[src/hw/ien_map.vh]
// Address map, field positions and timing constants of the enable block
`ifndef IEN_MAP_VH
`define IEN_MAP_VH
`define IEN_ADDR_ENSET 32'hE000E100
`define IEN_ADDR_ENCLR 32'hE000E180
`define IEN_ADDR_NMIFLG 32'hE000EF00
`define IEN_ADDR_NMIMISS 32'hE000EF04
`define IEN_ADDR_AFSR 32'hE000EF08
`define IEN_ADDR_WDOG 32'hE000EF0C
`define IEN_ADDR_CLK 32'hE000EF10
`define IEN_SEL_ENSET 3'h0
`define IEN_SEL_ENCLR 3'h1
`define IEN_SEL_NMIFLG 3'h2
`define IEN_SEL_NMIMISS 3'h3
`define IEN_SEL_AFSR 3'h4
`define IEN_SEL_WDOG 3'h5
`define IEN_SEL_CLK 3'h6
`define IEN_SEL_NONE 3'h7
`define IEN_RESP_OKAY 2'h0
`define IEN_RESP_SLVERR 2'h2
`define IEN_NUM_IRQ 17
`define IEN_EN_RESET 17'h00000
`define IEN_IRQ_TIMER_ONE 0
`define IEN_IRQ_TIMER_TWO 1
`define IEN_IRQ_MANAGEMENT 2
`define IEN_IRQ_BASEBAND 3
`define IEN_IRQ_SLEEP_TIMER 4
`define IEN_IRQ_SERIAL_ONE 5
`define IEN_IRQ_SERIAL_TWO 6
`define IEN_IRQ_SECURITY 7
`define IEN_IRQ_RADIO_TIMER 8
`define IEN_IRQ_RADIO_TX 9
`define IEN_IRQ_RADIO_RX 10
`define IEN_IRQ_CONVERTER 11
`define IEN_IRQ_EXT_A 12
`define IEN_IRQ_EXT_B 13
`define IEN_IRQ_EXT_C 14
`define IEN_IRQ_EXT_D 15
`define IEN_IRQ_DEBUG 16
`define IEN_NMI_XTAL 0
`define IEN_NMI_WDOG 1
`define IEN_WDOG_EN_BIT 0
`define IEN_WDOG_KICK_BIT 1
`define IEN_CLK_USE_XTAL_BIT 0
`define IEN_CLK_ON_RC_BIT 1
`define IEN_AFSR_WRONG_SIZE 0
`define IEN_AFSR_PROTECTED 1
`define IEN_AFSR_UNMAPPED 2
`define IEN_AFSR_MISSED 3
`define IEN_SIZE_WORD 2'h2
`define IEN_RAM_BASE 32'h20000000
`define IEN_APB_HI 16'h4000
`define IEN_AHB_HI 16'h4001
`define IEN_FLASH_BYTES 32'h00030000
`define IEN_RAM_BYTES 32'h00004000
`define IEN_RAM_PROT_BYTES 32'h00000400
`define IEN_APB_IMPL_BYTES 12'h100
`define IEN_APB_SYS_BLOCK 4'h0
`define IEN_CLK_HZ 20000000
`define IEN_WDOG_LOW_MS 1792
`define IEN_XTAL_FAIL_US 10
`endif

[src/hw/ien_fault.v]
// Bus-fault cause classifier and auxiliary fault status
`timescale 1ns/1ns
`include "ien_map.vh"
module ien_fault #(
  parameter [31:0] FLASH_BYTES = `IEN_FLASH_BYTES,
  parameter [31:0] RAM_BYTES = `IEN_RAM_BYTES,
  parameter [31:0] RAM_PROT_BYTES = `IEN_RAM_PROT_BYTES,
  parameter [11:0] APB_IMPL_BYTES = `IEN_APB_IMPL_BYTES
) (
  input wire aclk,
  input wire aresetn,
  input wire acc_valid,
  input wire [31:0] acc_addr,
  input wire [1:0] acc_size,
  input wire acc_write,
  input wire acc_priv,
  input wire [3:0] afsr_clr,
  output reg [3:0] afsr,
  output reg bus_fault,
  output reg hard_fault
);
  wire in_flash = (acc_addr < `IEN_RAM_BASE);
  localparam [31:0] RAM_BASE = `IEN_RAM_BASE;
  wire in_ram = (acc_addr[31:29] == RAM_BASE[31:29]);
  wire [31:0] ram_off = acc_addr - `IEN_RAM_BASE;
  wire in_apb = (acc_addr[31:16] == `IEN_APB_HI);
  wire in_ahb = (acc_addr[31:16] == `IEN_AHB_HI);
  wire sys_apb = in_apb && (acc_addr[15:12] == `IEN_APB_SYS_BLOCK);
  reg [3:0] cause;
  reg [3:0] next_afsr;
  always @* begin
    cause = 4'h0;
    // Wrong width on the peripheral bus, or a misaligned word
    cause[`IEN_AFSR_WRONG_SIZE] = (in_apb && acc_size != `IEN_SIZE_WORD) ||
      (acc_size == `IEN_SIZE_WORD && acc_addr[1:0] != 2'h0);
    cause[`IEN_AFSR_PROTECTED] = acc_write && !acc_priv &&
      (sys_apb || in_ahb || (in_ram && ram_off < RAM_PROT_BYTES));
    cause[`IEN_AFSR_UNMAPPED] =
      (in_apb && acc_addr[11:0] >= APB_IMPL_BYTES) ||
      (in_flash && acc_addr >= FLASH_BYTES) ||
      (in_ram && ram_off >= RAM_BYTES);
    if (!acc_valid)
      cause = 4'h0;
    // A new fault while one is still recorded marks the overlap
    cause[`IEN_AFSR_MISSED] = (|cause) && (|afsr);
    // Set beats clear so a fault in the clearing cycle stays visible
    next_afsr = (afsr & ~afsr_clr) | cause;
  end
  always @(posedge aclk) begin
    if (!aresetn) begin
      afsr <= 4'h0;
      bus_fault <= 1'b0;
      hard_fault <= 1'b0;
    end else begin
      afsr <= next_afsr;
      // Overlapping fault escalates and preempts the bus fault
      hard_fault <= cause[`IEN_AFSR_MISSED];
      bus_fault <= (|cause) && !cause[`IEN_AFSR_MISSED];
    end
  end
endmodule // ien_fault

[src/hw/ien_top.v]
// Top-level interrupt enables, NMI sources and bus-fault status
// Summary of operation
// - NMI comes from event logic, fed only by crystal fail and watchdog.
// - Crystal failure while running on it switches clock to RC oscillator.
// - Crystal-failure flag rises only after detection and switchover finish.
// - Active watchdog left unkicked for low-water interval raises its NMI flag.
// - Bus faults come from this block's own access checks.
// - Each bus-fault cause has its own status bit; several may set.
// - Byte or halfword access to peripheral-bus register flags wrong size.
// - Misaligned word access also flags wrong size.
// - User-mode write to system peripheral or protected RAM flags privilege.
// - Access above last implemented register in peripheral block flags unmapped.
// - Access beyond top of RAM or flash flags unmapped.
// - Second fault sets overlap bit and escalates to hard fault instead.
// - Writing one to enable-set bit enables that line; zero does nothing.
// - Writing one to enable-clear bit disables that line; zero does nothing.
// - Bits 16 debug, 15-12 external D-A, 11 converter, 10-8 radio.
// - Bits 7 security, 6-5 serial, 4 sleep, 3 baseband, 2 mgmt, 1-0 timers.
// - Event in same cycle as its flag clear keeps the flag set.
// - Event recurring on a set flag sets missed bit, write one clears.
//
// The implementer's own choice: the AXI4-Lite slave port.
`timescale 1ns/1ns
`include "ien_map.vh"
module ien_top #(
  parameter [31:0] WDOG_CYC = `IEN_WDOG_LOW_MS * (`IEN_CLK_HZ / 1000),
  parameter [31:0] XTAL_FAIL_CYC = `IEN_XTAL_FAIL_US * (`IEN_CLK_HZ / 1000000),
  parameter [31:0] FLASH_BYTES = `IEN_FLASH_BYTES,
  parameter [31:0] RAM_BYTES = `IEN_RAM_BYTES,
  parameter [31:0] RAM_PROT_BYTES = `IEN_RAM_PROT_BYTES,
  parameter [11:0] APB_IMPL_BYTES = `IEN_APB_IMPL_BYTES
) (
  input wire aclk,
  input wire aresetn,
  input wire [31:0] awaddr,
  input wire awvalid,
  output reg awready,
  input wire [31:0] wdata,
  input wire [3:0] wstrb,
  input wire wvalid,
  output reg wready,
  output reg [1:0] bresp,
  output reg bvalid,
  input wire bready,
  input wire [31:0] araddr,
  input wire arvalid,
  output reg arready,
  output reg [31:0] rdata,
  output reg [1:0] rresp,
  output reg rvalid,
  input wire rready,
  input wire [16:0] irq_src,
  output reg [16:0] irq_to_core,
  input wire xtal_ok,
  output reg clk_sel_rc,
  output reg nmi,
  input wire acc_valid,
  input wire [31:0] acc_addr,
  input wire [1:0] acc_size,
  input wire acc_write,
  input wire acc_priv,
  output reg bus_fault,
  output reg hard_fault
);
  localparam N = `IEN_NUM_IRQ;

  // Register select, shared by the read and write paths
  function [2:0] ien_dec;
    input [31:0] addr;
    begin
      case (addr)
        `IEN_ADDR_ENSET: ien_dec = `IEN_SEL_ENSET;
        `IEN_ADDR_ENCLR: ien_dec = `IEN_SEL_ENCLR;
        `IEN_ADDR_NMIFLG: ien_dec = `IEN_SEL_NMIFLG;
        `IEN_ADDR_NMIMISS: ien_dec = `IEN_SEL_NMIMISS;
        `IEN_ADDR_AFSR: ien_dec = `IEN_SEL_AFSR;
        `IEN_ADDR_WDOG: ien_dec = `IEN_SEL_WDOG;
        `IEN_ADDR_CLK: ien_dec = `IEN_SEL_CLK;
        default: ien_dec = `IEN_SEL_NONE;
      endcase
    end
  endfunction

  // Bytes without a strobe contribute zeros, so they set and clear nothing, except an unstrobed byte 0 of a watchdog write, which clears wd_en
  function [31:0] ien_mask;
    input [31:0] d;
    input [3:0] s;
    begin
      ien_mask = d & {{8{s[3]}}, {8{s[2]}}, {8{s[1]}}, {8{s[0]}}};
    end
  endfunction

  reg [N-1:0] irq_en;
  reg [1:0] nmi_flag;
  reg [1:0] nmi_miss;
  reg wd_en;
  reg [31:0] wd_cnt;
  reg wd_evt;
  reg use_xtal;
  reg [31:0] xf_cnt;
  reg xtal_evt;
  reg xtal_done;
  reg xtal_meta;
  reg xtal_sync;
  wire [3:0] afsr;
  wire fault_bus;
  wire fault_hard;

  // Write channel holding state
  reg aw_full;
  reg w_full;
  reg [31:0] aw_addr_q;
  reg [31:0] w_data_q;
  wire wr_go = aw_full && w_full && !bvalid;
  wire [2:0] wr_sel = ien_dec(aw_addr_q);
  wire [31:0] wr_val = w_data_q;
  wire wr_en_set = wr_go && wr_sel == `IEN_SEL_ENSET;
  wire wr_en_clr = wr_go && wr_sel == `IEN_SEL_ENCLR;
  wire [1:0] nmi_clr = (wr_go && wr_sel == `IEN_SEL_NMIFLG) ?
    wr_val[1:0] : 2'h0;
  wire [1:0] miss_clr = (wr_go && wr_sel == `IEN_SEL_NMIMISS) ?
    wr_val[1:0] : 2'h0;
  wire [3:0] afsr_clr = (wr_go && wr_sel == `IEN_SEL_AFSR) ?
    wr_val[3:0] : 4'h0;
  wire wr_wdog = wr_go && wr_sel == `IEN_SEL_WDOG;
  wire wr_clk = wr_go && wr_sel == `IEN_SEL_CLK;
  wire wd_kick = wr_wdog && wr_val[`IEN_WDOG_KICK_BIT];

  always @(posedge aclk) begin
    if (!aresetn) begin
      awready <= 1'b1;
      wready <= 1'b1;
      aw_full <= 1'b0;
      w_full <= 1'b0;
      aw_addr_q <= 32'h00000000;
      w_data_q <= 32'h00000000;
      bvalid <= 1'b0;
      bresp <= `IEN_RESP_OKAY;
    end else begin
      if (awvalid && awready) begin
        aw_addr_q <= awaddr;
        aw_full <= 1'b1;
        awready <= 1'b0;
      end
      if (wvalid && wready) begin
        w_data_q <= ien_mask(wdata, wstrb);
        w_full <= 1'b1;
        wready <= 1'b0;
      end
      if (wr_go) begin
        bvalid <= 1'b1;
        bresp <= (wr_sel == `IEN_SEL_NONE) ? `IEN_RESP_SLVERR :
          `IEN_RESP_OKAY;
      end
      if (bvalid && bready) begin
        bvalid <= 1'b0;
        aw_full <= 1'b0;
        w_full <= 1'b0;
        awready <= 1'b1;
        wready <= 1'b1;
      end
    end
  end

  // Read path answers one cycle after the address is taken
  reg [31:0] rd_val;
  always @* begin
    rd_val = 32'h00000000;
    case (ien_dec(araddr))
      `IEN_SEL_ENSET, `IEN_SEL_ENCLR: rd_val[N-1:0] = irq_en;
      `IEN_SEL_NMIFLG: rd_val[1:0] = nmi_flag;
      `IEN_SEL_NMIMISS: rd_val[1:0] = nmi_miss;
      `IEN_SEL_AFSR: rd_val[3:0] = afsr;
      `IEN_SEL_WDOG: rd_val[`IEN_WDOG_EN_BIT] = wd_en;
      `IEN_SEL_CLK: begin
        rd_val[`IEN_CLK_USE_XTAL_BIT] = use_xtal;
        rd_val[`IEN_CLK_ON_RC_BIT] = clk_sel_rc;
      end
      default: rd_val = 32'h00000000;
    endcase
  end

  always @(posedge aclk) begin
    if (!aresetn) begin
      arready <= 1'b1;
      rvalid <= 1'b0;
      rdata <= 32'h00000000;
      rresp <= `IEN_RESP_OKAY;
    end else if (arvalid && arready) begin
      arready <= 1'b0;
      rvalid <= 1'b1;
      rdata <= rd_val;
      rresp <= (ien_dec(araddr) == `IEN_SEL_NONE) ? `IEN_RESP_SLVERR :
        `IEN_RESP_OKAY;
    end else if (rvalid && rready) begin
      rvalid <= 1'b0;
      arready <= 1'b1;
    end
  end

  // Enable register and gating of peripheral lines
  always @(posedge aclk) begin
    if (!aresetn) begin
      irq_en <= `IEN_EN_RESET;
      irq_to_core <= `IEN_EN_RESET;
    end else begin
      if (wr_en_set)
        irq_en <= irq_en | wr_val[N-1:0];
      else if (wr_en_clr)
        irq_en <= irq_en & ~wr_val[N-1:0];
      irq_to_core <= irq_src & irq_en;
    end
  end

  // Crystal monitor: the pin is asynchronous, so it is synchronised first
  always @(posedge aclk) begin
    if (!aresetn) begin
      xtal_meta <= 1'b1;
      xtal_sync <= 1'b1;
    end else begin
      xtal_meta <= xtal_ok;
      xtal_sync <= xtal_meta;
    end
  end

  always @(posedge aclk) begin
    if (!aresetn) begin
      use_xtal <= 1'b1;
      clk_sel_rc <= 1'b0;
      xf_cnt <= 32'h00000000;
      xtal_evt <= 1'b0;
    end else begin
      xtal_evt <= 1'b0;
      if (!use_xtal || xtal_sync) begin
        xf_cnt <= 32'h00000000;
      end else if (xf_cnt == XTAL_FAIL_CYC - 32'h1) begin
        // Fall back without waiting for software
        use_xtal <= 1'b0;
        clk_sel_rc <= 1'b1;
        xf_cnt <= 32'h00000000;
      end else begin
        xf_cnt <= xf_cnt + 32'h1;
      end
      // Flag follows the completed switch by one cycle
      if (use_xtal && !clk_sel_rc) begin
        xtal_evt <= 1'b0;
      end else if (!use_xtal && clk_sel_rc && !xtal_evt && xf_cnt == 32'h0
          && !xtal_done) begin
        xtal_evt <= 1'b1;
      end
      // Software may return to the crystal once it is healthy again
      if (wr_clk && wr_val[`IEN_CLK_USE_XTAL_BIT] && xtal_sync) begin
        use_xtal <= 1'b1;
        clk_sel_rc <= 1'b0;
      end
    end
  end

  // One flag per failure episode; rearmed when the crystal is selected
  always @(posedge aclk) begin
    if (!aresetn)
      xtal_done <= 1'b0;
    else if (use_xtal)
      xtal_done <= 1'b0;
    else if (xtal_evt)
      xtal_done <= 1'b1;
  end

  // Watchdog low-water counter; restarts after each event so it can recur
  always @(posedge aclk) begin
    if (!aresetn) begin
      wd_en <= 1'b0;
      wd_cnt <= 32'h00000000;
      wd_evt <= 1'b0;
    end else begin
      wd_evt <= 1'b0;
      if (wr_wdog)
        wd_en <= wr_val[`IEN_WDOG_EN_BIT];
      if (!wd_en || wd_kick) begin
        wd_cnt <= 32'h00000000;
      end else if (wd_cnt == WDOG_CYC - 32'h1) begin
        wd_cnt <= 32'h00000000;
        wd_evt <= 1'b1;
      end else begin
        wd_cnt <= wd_cnt + 32'h1;
      end
    end
  end

  // Second-level NMI flags and missed-event bits
  wire [1:0] nmi_evt;
  assign nmi_evt[`IEN_NMI_XTAL] = xtal_evt;
  assign nmi_evt[`IEN_NMI_WDOG] = wd_evt;
  genvar g;
  generate
    for (g = 0; g < 2; g = g + 1) begin : g_nmi
      always @(posedge aclk) begin
        if (!aresetn) begin
          nmi_flag[g] <= 1'b0;
          nmi_miss[g] <= 1'b0;
        end else begin
          // Set wins over the clearing write
          nmi_flag[g] <= (nmi_flag[g] & ~nmi_clr[g]) | nmi_evt[g];
          nmi_miss[g] <= (nmi_miss[g] & ~miss_clr[g]) |
            (nmi_evt[g] & nmi_flag[g]);
        end
      end
    end
  endgenerate

  // Never gated by the enable register
  always @(posedge aclk) begin
    if (!aresetn)
      nmi <= 1'b0;
    else
      nmi <= |nmi_flag;
  end

  ien_fault #(
    .FLASH_BYTES(FLASH_BYTES),
    .RAM_BYTES(RAM_BYTES),
    .RAM_PROT_BYTES(RAM_PROT_BYTES),
    .APB_IMPL_BYTES(APB_IMPL_BYTES)
  ) u_fault (
    .aclk(aclk),
    .aresetn(aresetn),
    .acc_valid(acc_valid),
    .acc_addr(acc_addr),
    .acc_size(acc_size),
    .acc_write(acc_write),
    .acc_priv(acc_priv),
    .afsr_clr(afsr_clr),
    .afsr(afsr),
    .bus_fault(fault_bus),
    .hard_fault(fault_hard)
  );

  // Retimed so every output leaves from a local flip-flop
  always @(posedge aclk) begin
    if (!aresetn) begin
      bus_fault <= 1'b0;
      hard_fault <= 1'b0;
    end else begin
      bus_fault <= fault_bus;
      hard_fault <= fault_hard;
    end
  end
endmodule // ien_top

[config.mk]
export PLATFORM = sky130hd
export DESIGN_NAME = ien_top
export DESIGN_NICKNAME = d
export VERILOG_FILES = /design/src/hw/ien_fault.v /design/src/hw/ien_top.v
export VERILOG_INCLUDE_DIRS = /design/src /design/src/hw
export SDC_FILE = /design/constraint.sdc
export NUM_CORES = 1
export LEC_CHECK = 0
export BUFFER_PORTS_ARGS = -buffer_cell sky130_fd_sc_hd__buf_4
export CAP_MARGIN = 10
export CELL_PAD_IN_SITES_DETAIL_PLACEMENT = 1
export CELL_PAD_IN_SITES_GLOBAL_PLACEMENT = 1
export CORE_UTILIZATION = 38
export CTS_CLUSTER_DIAMETER = 200
export DETAILED_ROUTE_END_ITERATION = 7
export GPL_TIMING_DRIVEN = 0
export PLACE_DENSITY = 0.84
export SYNTH_ARGS = -nofsm -noshare
export SYNTH_HDL_FRONTEND = slang
export SYNTH_SLANG_ARGS = --single-unit
export TNS_END_PERCENT = 20
[constraint.sdc]
create_clock -name aclk -period 3.3 [get_ports aclk]
set_input_delay 0 -clock aclk [delete_from_list [all_inputs] [get_ports aclk]]
set_output_delay 0 -clock aclk [all_outputs]
set_load 0.02 [all_outputs]
==> results.py <==
metrics = {
    "run_status": {
        "run_status": "completed",
    },
    "setup_path": {
        "path_cells": "nor4_1, nand3_1, nor4_2, clkbuf_1, nand2_1, o31ai_1",
        "crit_type": "reg2reg",
        "crit_slowest_cell": "nor4_2",
        "crit_arrival_ns": 3.38,
        "rrSetupSlack_ns": 0.24,
        "required_ns": 3.62,
        "critPathMaxFanout": 10,
        "start_kind": "register",
        "endpoint_kind": "register",
        "max_stage_delay_ns": 0.83,
    },
    "cells_and_area": {
        "finalNetCount": 1439,
        "layout_common_cells": "buf_4 (202), dfxtp_1 (194), nand2_1 (139)",
        "final_common_cell": "buf_4",
        "drive_gt1_frac": 0.202,
        "area_growth_pct": 41.4,
        "utilization": 0.549,
    },
    "logic_synthesis": {
        "synth_edf_count": 0,
        "ys.flop_type": "dfxtp_1",
        "synth_seq_area_share": 0.474,
        "synth.avg_cell_area_um2": 8.54,
        "ys_ff_latch": 194,
        "yosysWarningCount": 0,
        "synth_cell_types": 63,
        "syn_area_mm2": 0.00819,
        "async_flop_share": 0,
        "synthCells": 959,
    },
    "sta": {
        "rsz0062_at_grt": "false",
        "whs_ns": 0.0272,
        "fin_crit_sh": 0.926,
        "totalNegativeSetupSlack_ns": 0,
        "fmax_ghz": 0.327,
        "clock_skew_ns": 0.0152,
        "hold_viol": 0,
        "relSlewSlack": 0.318,
        "setup_violations": 0,
        "worst_slew_pin_slew_ns": 0.997,
        "slew_viol_final": 0,
        "fin_crit_ns": 3.06,
    },
    "detailed_routing": {
        "totalWireLength_um": 29700,
        "antenna_left": 0,
        "drt-pass1-iter-count": 5,
        "vias": 8415,
        "drc": 0,
        "drt-vias-per-instance": 5.39,
        "drtIter0Drc": 364,
        "wl_per_cell_um": 19.0,
    },
    "power_and_ir_drop": {
        "leakagePower_uw": 0.00447,
        "powerDensity_mw_per_mm2": 450,
        "peakVddDrop_uv": 318,
        "p_total_uw": 5210,
    },
    "grt": {
        "grt_max_degree": 25,
        "antenna_found_initial": 1,
        "grt_pass1_vias": 8934,
        "grt_overflow": 0,
        "grt_pass1_wl_um": 46400,
        "grt_use_total": 0.269,
    },
    "clocking": {
        "cts_setup_buffers": 0,
        "cts_buffers": 17,
        "cts-htree-levels": 4,
        "cts.sinks": 194,
        "clk_path_buf_depth": 2,
        "cts_tree": "yes",
        "cts_root_buffer": "clkbuf_16",
        "insertion_delay_ns": 0.46,
        "clk_pin_slew_worst_paths_ns": 0.10,
    },
    "floorplanning": {
        "io_pins": 224,
        "placementRows": 53,
        "coreArea_mm2": 0.0211,
        "initial_core_util": 0.388,
        "die_area_mm2": 0.0221,
        "dieWidth_um": 149,
        "die_y_um": 149,
    },
    "placement": {
        "hpwl_um": 17800,
        "place_congestion": 0.847,
        "port_buffers": 182,
    },
    "min_path": {
        "holdCritPathClass": "in2reg",
    },
    "run": {
        "cap_violations": 0,
    },
}
worst max-delay path: cells and delay by family (launching register included):
kind            cells  cell delay [ns]
compound gates      1             0.41
simple gates        4             1.78
flops               1             0.32
buf+inv             1             0.43
routing by layer:
layer	GRT usage	vias up	wire length (um)
met4	0.113	0	914
met1	0.297	4138	12000
met3	0.0477	63	1330
li1	-	3959	-
met2	0.502	255	15400
met5	0	-	0
cell families after synthesis:
logic type      count (synthesis)  synth area share
simple gates                  472             0.287
buf+inv                        78            0.0460
fa+ha+maj                       5           0.00764
other cells                     1          0.000458
flops                         194             0.474
xor+xnor                       59            0.0631
compound gates                148             0.119
mux                             2           0.00245
stage by stage:
stage               instance area [um^2]  worst slack, ns  cells
finish                             11600            0.243   1561
global route                       11600            0.159   1561
CTS                                11600            0.132   1560
detailed placement                  9960            0.180   1432
global placement                    9960            0.196   1432
floorplan                           8250            0.924    975
sequential cells by signal, summed over array words and instances (netlist names), 2 cells and up, named ones only:
name and flops:
aw_addr_q 32, wd_cnt 32, xf_cnt 32, irq_to_core 17
rdata 17, w_data_q 17, u_fault.afsr 4, nmi_flag 2
nmi_miss 2
cell type report:
type | instances | area, um^2
Clock buffer | 17 | 425
Fill cell | 2467 | 9510
Tap cell | 275 | 344
Clock inverter | 15 | 226
Timing Repair Buffer | 278 | 2330
Buffer | 59 | 305
Antenna cell | 1 | 2.50
Sequential cell | 194 | 3880
Multi-Input combinational cell | 703 | 3990
Inverter | 19 | 71.3
repair_timing:
action | 4_1_cts | 5_1_grt
hold buffers | 96 | 0
hold endpoints to repair | 79 | 0
resized for setup | 0 | 1
endpoints found under the setup margin | 0 | 35
synthesized netlist by cell type (3+ instances only):
cell type | n | area share
clkbuf_1 | 32 | 0.015
nor4_1 | 24 | 0.018
o21ai_0 | 17 | 0.010
and4_1 | 11 | 0.012
or2_2 | 3 | 0.0023
o31ai_1 | 18 | 0.017
nor4b_1 | 4 | 0.0043
inv_1 | 17 | 0.0078
a22o_2 | 10 | 0.012
xnor2_1 | 25 | 0.027
buf_1 | 5 | 0.0023
nor4bb_1 | 3 | 0.0037
nand2_1 | 139 | 0.064
and3_1 | 34 | 0.026
and4b_1 | 3 | 0.0037
nor3_1 | 16 | 0.0098
nor3b_1 | 3 | 0.0028
nand3_1 | 77 | 0.047
a21oi_1 | 63 | 0.039
buf_4 | 20 | 0.018
ha_1 | 5 | 0.0076
o21a_1 | 5 | 0.0046
dfxtp_1 | 194 | 0.47
xor2_1 | 34 | 0.036
a211oi_1 | 4 | 0.0037
nand4_1 | 20 | 0.015
nor2_1 | 97 | 0.044
and2_1 | 9 | 0.0069
a31oi_1 | 5 | 0.0038
nor2b_1 | 6 | 0.0046
nand2b_1 | 9 | 0.0069
nand4b_1 | 6 | 0.0064
power by group:
part | total, uW | internal [uW] | switching [uW]
Sequential | 2420 | 2390 | 34.6
Combinational | 521 | 264 | 257
Clock | 2270 | 1080 | 1180
Total | 5210 | 3730 | 1480
worst paths after layout:
path | from | end | cells after the start
worst max register to register | aw_addr_q[0] | register | 6
worst min register to register | u_fault.bus_fault | bus_fault | 1
worst max-delay path | aw_addr_q[0] | register | 6
worst min-delay path | acc_addr[17] | u_fault.afsr[1] | 4
Note: power is estimated with default switching activity, not from simulation.
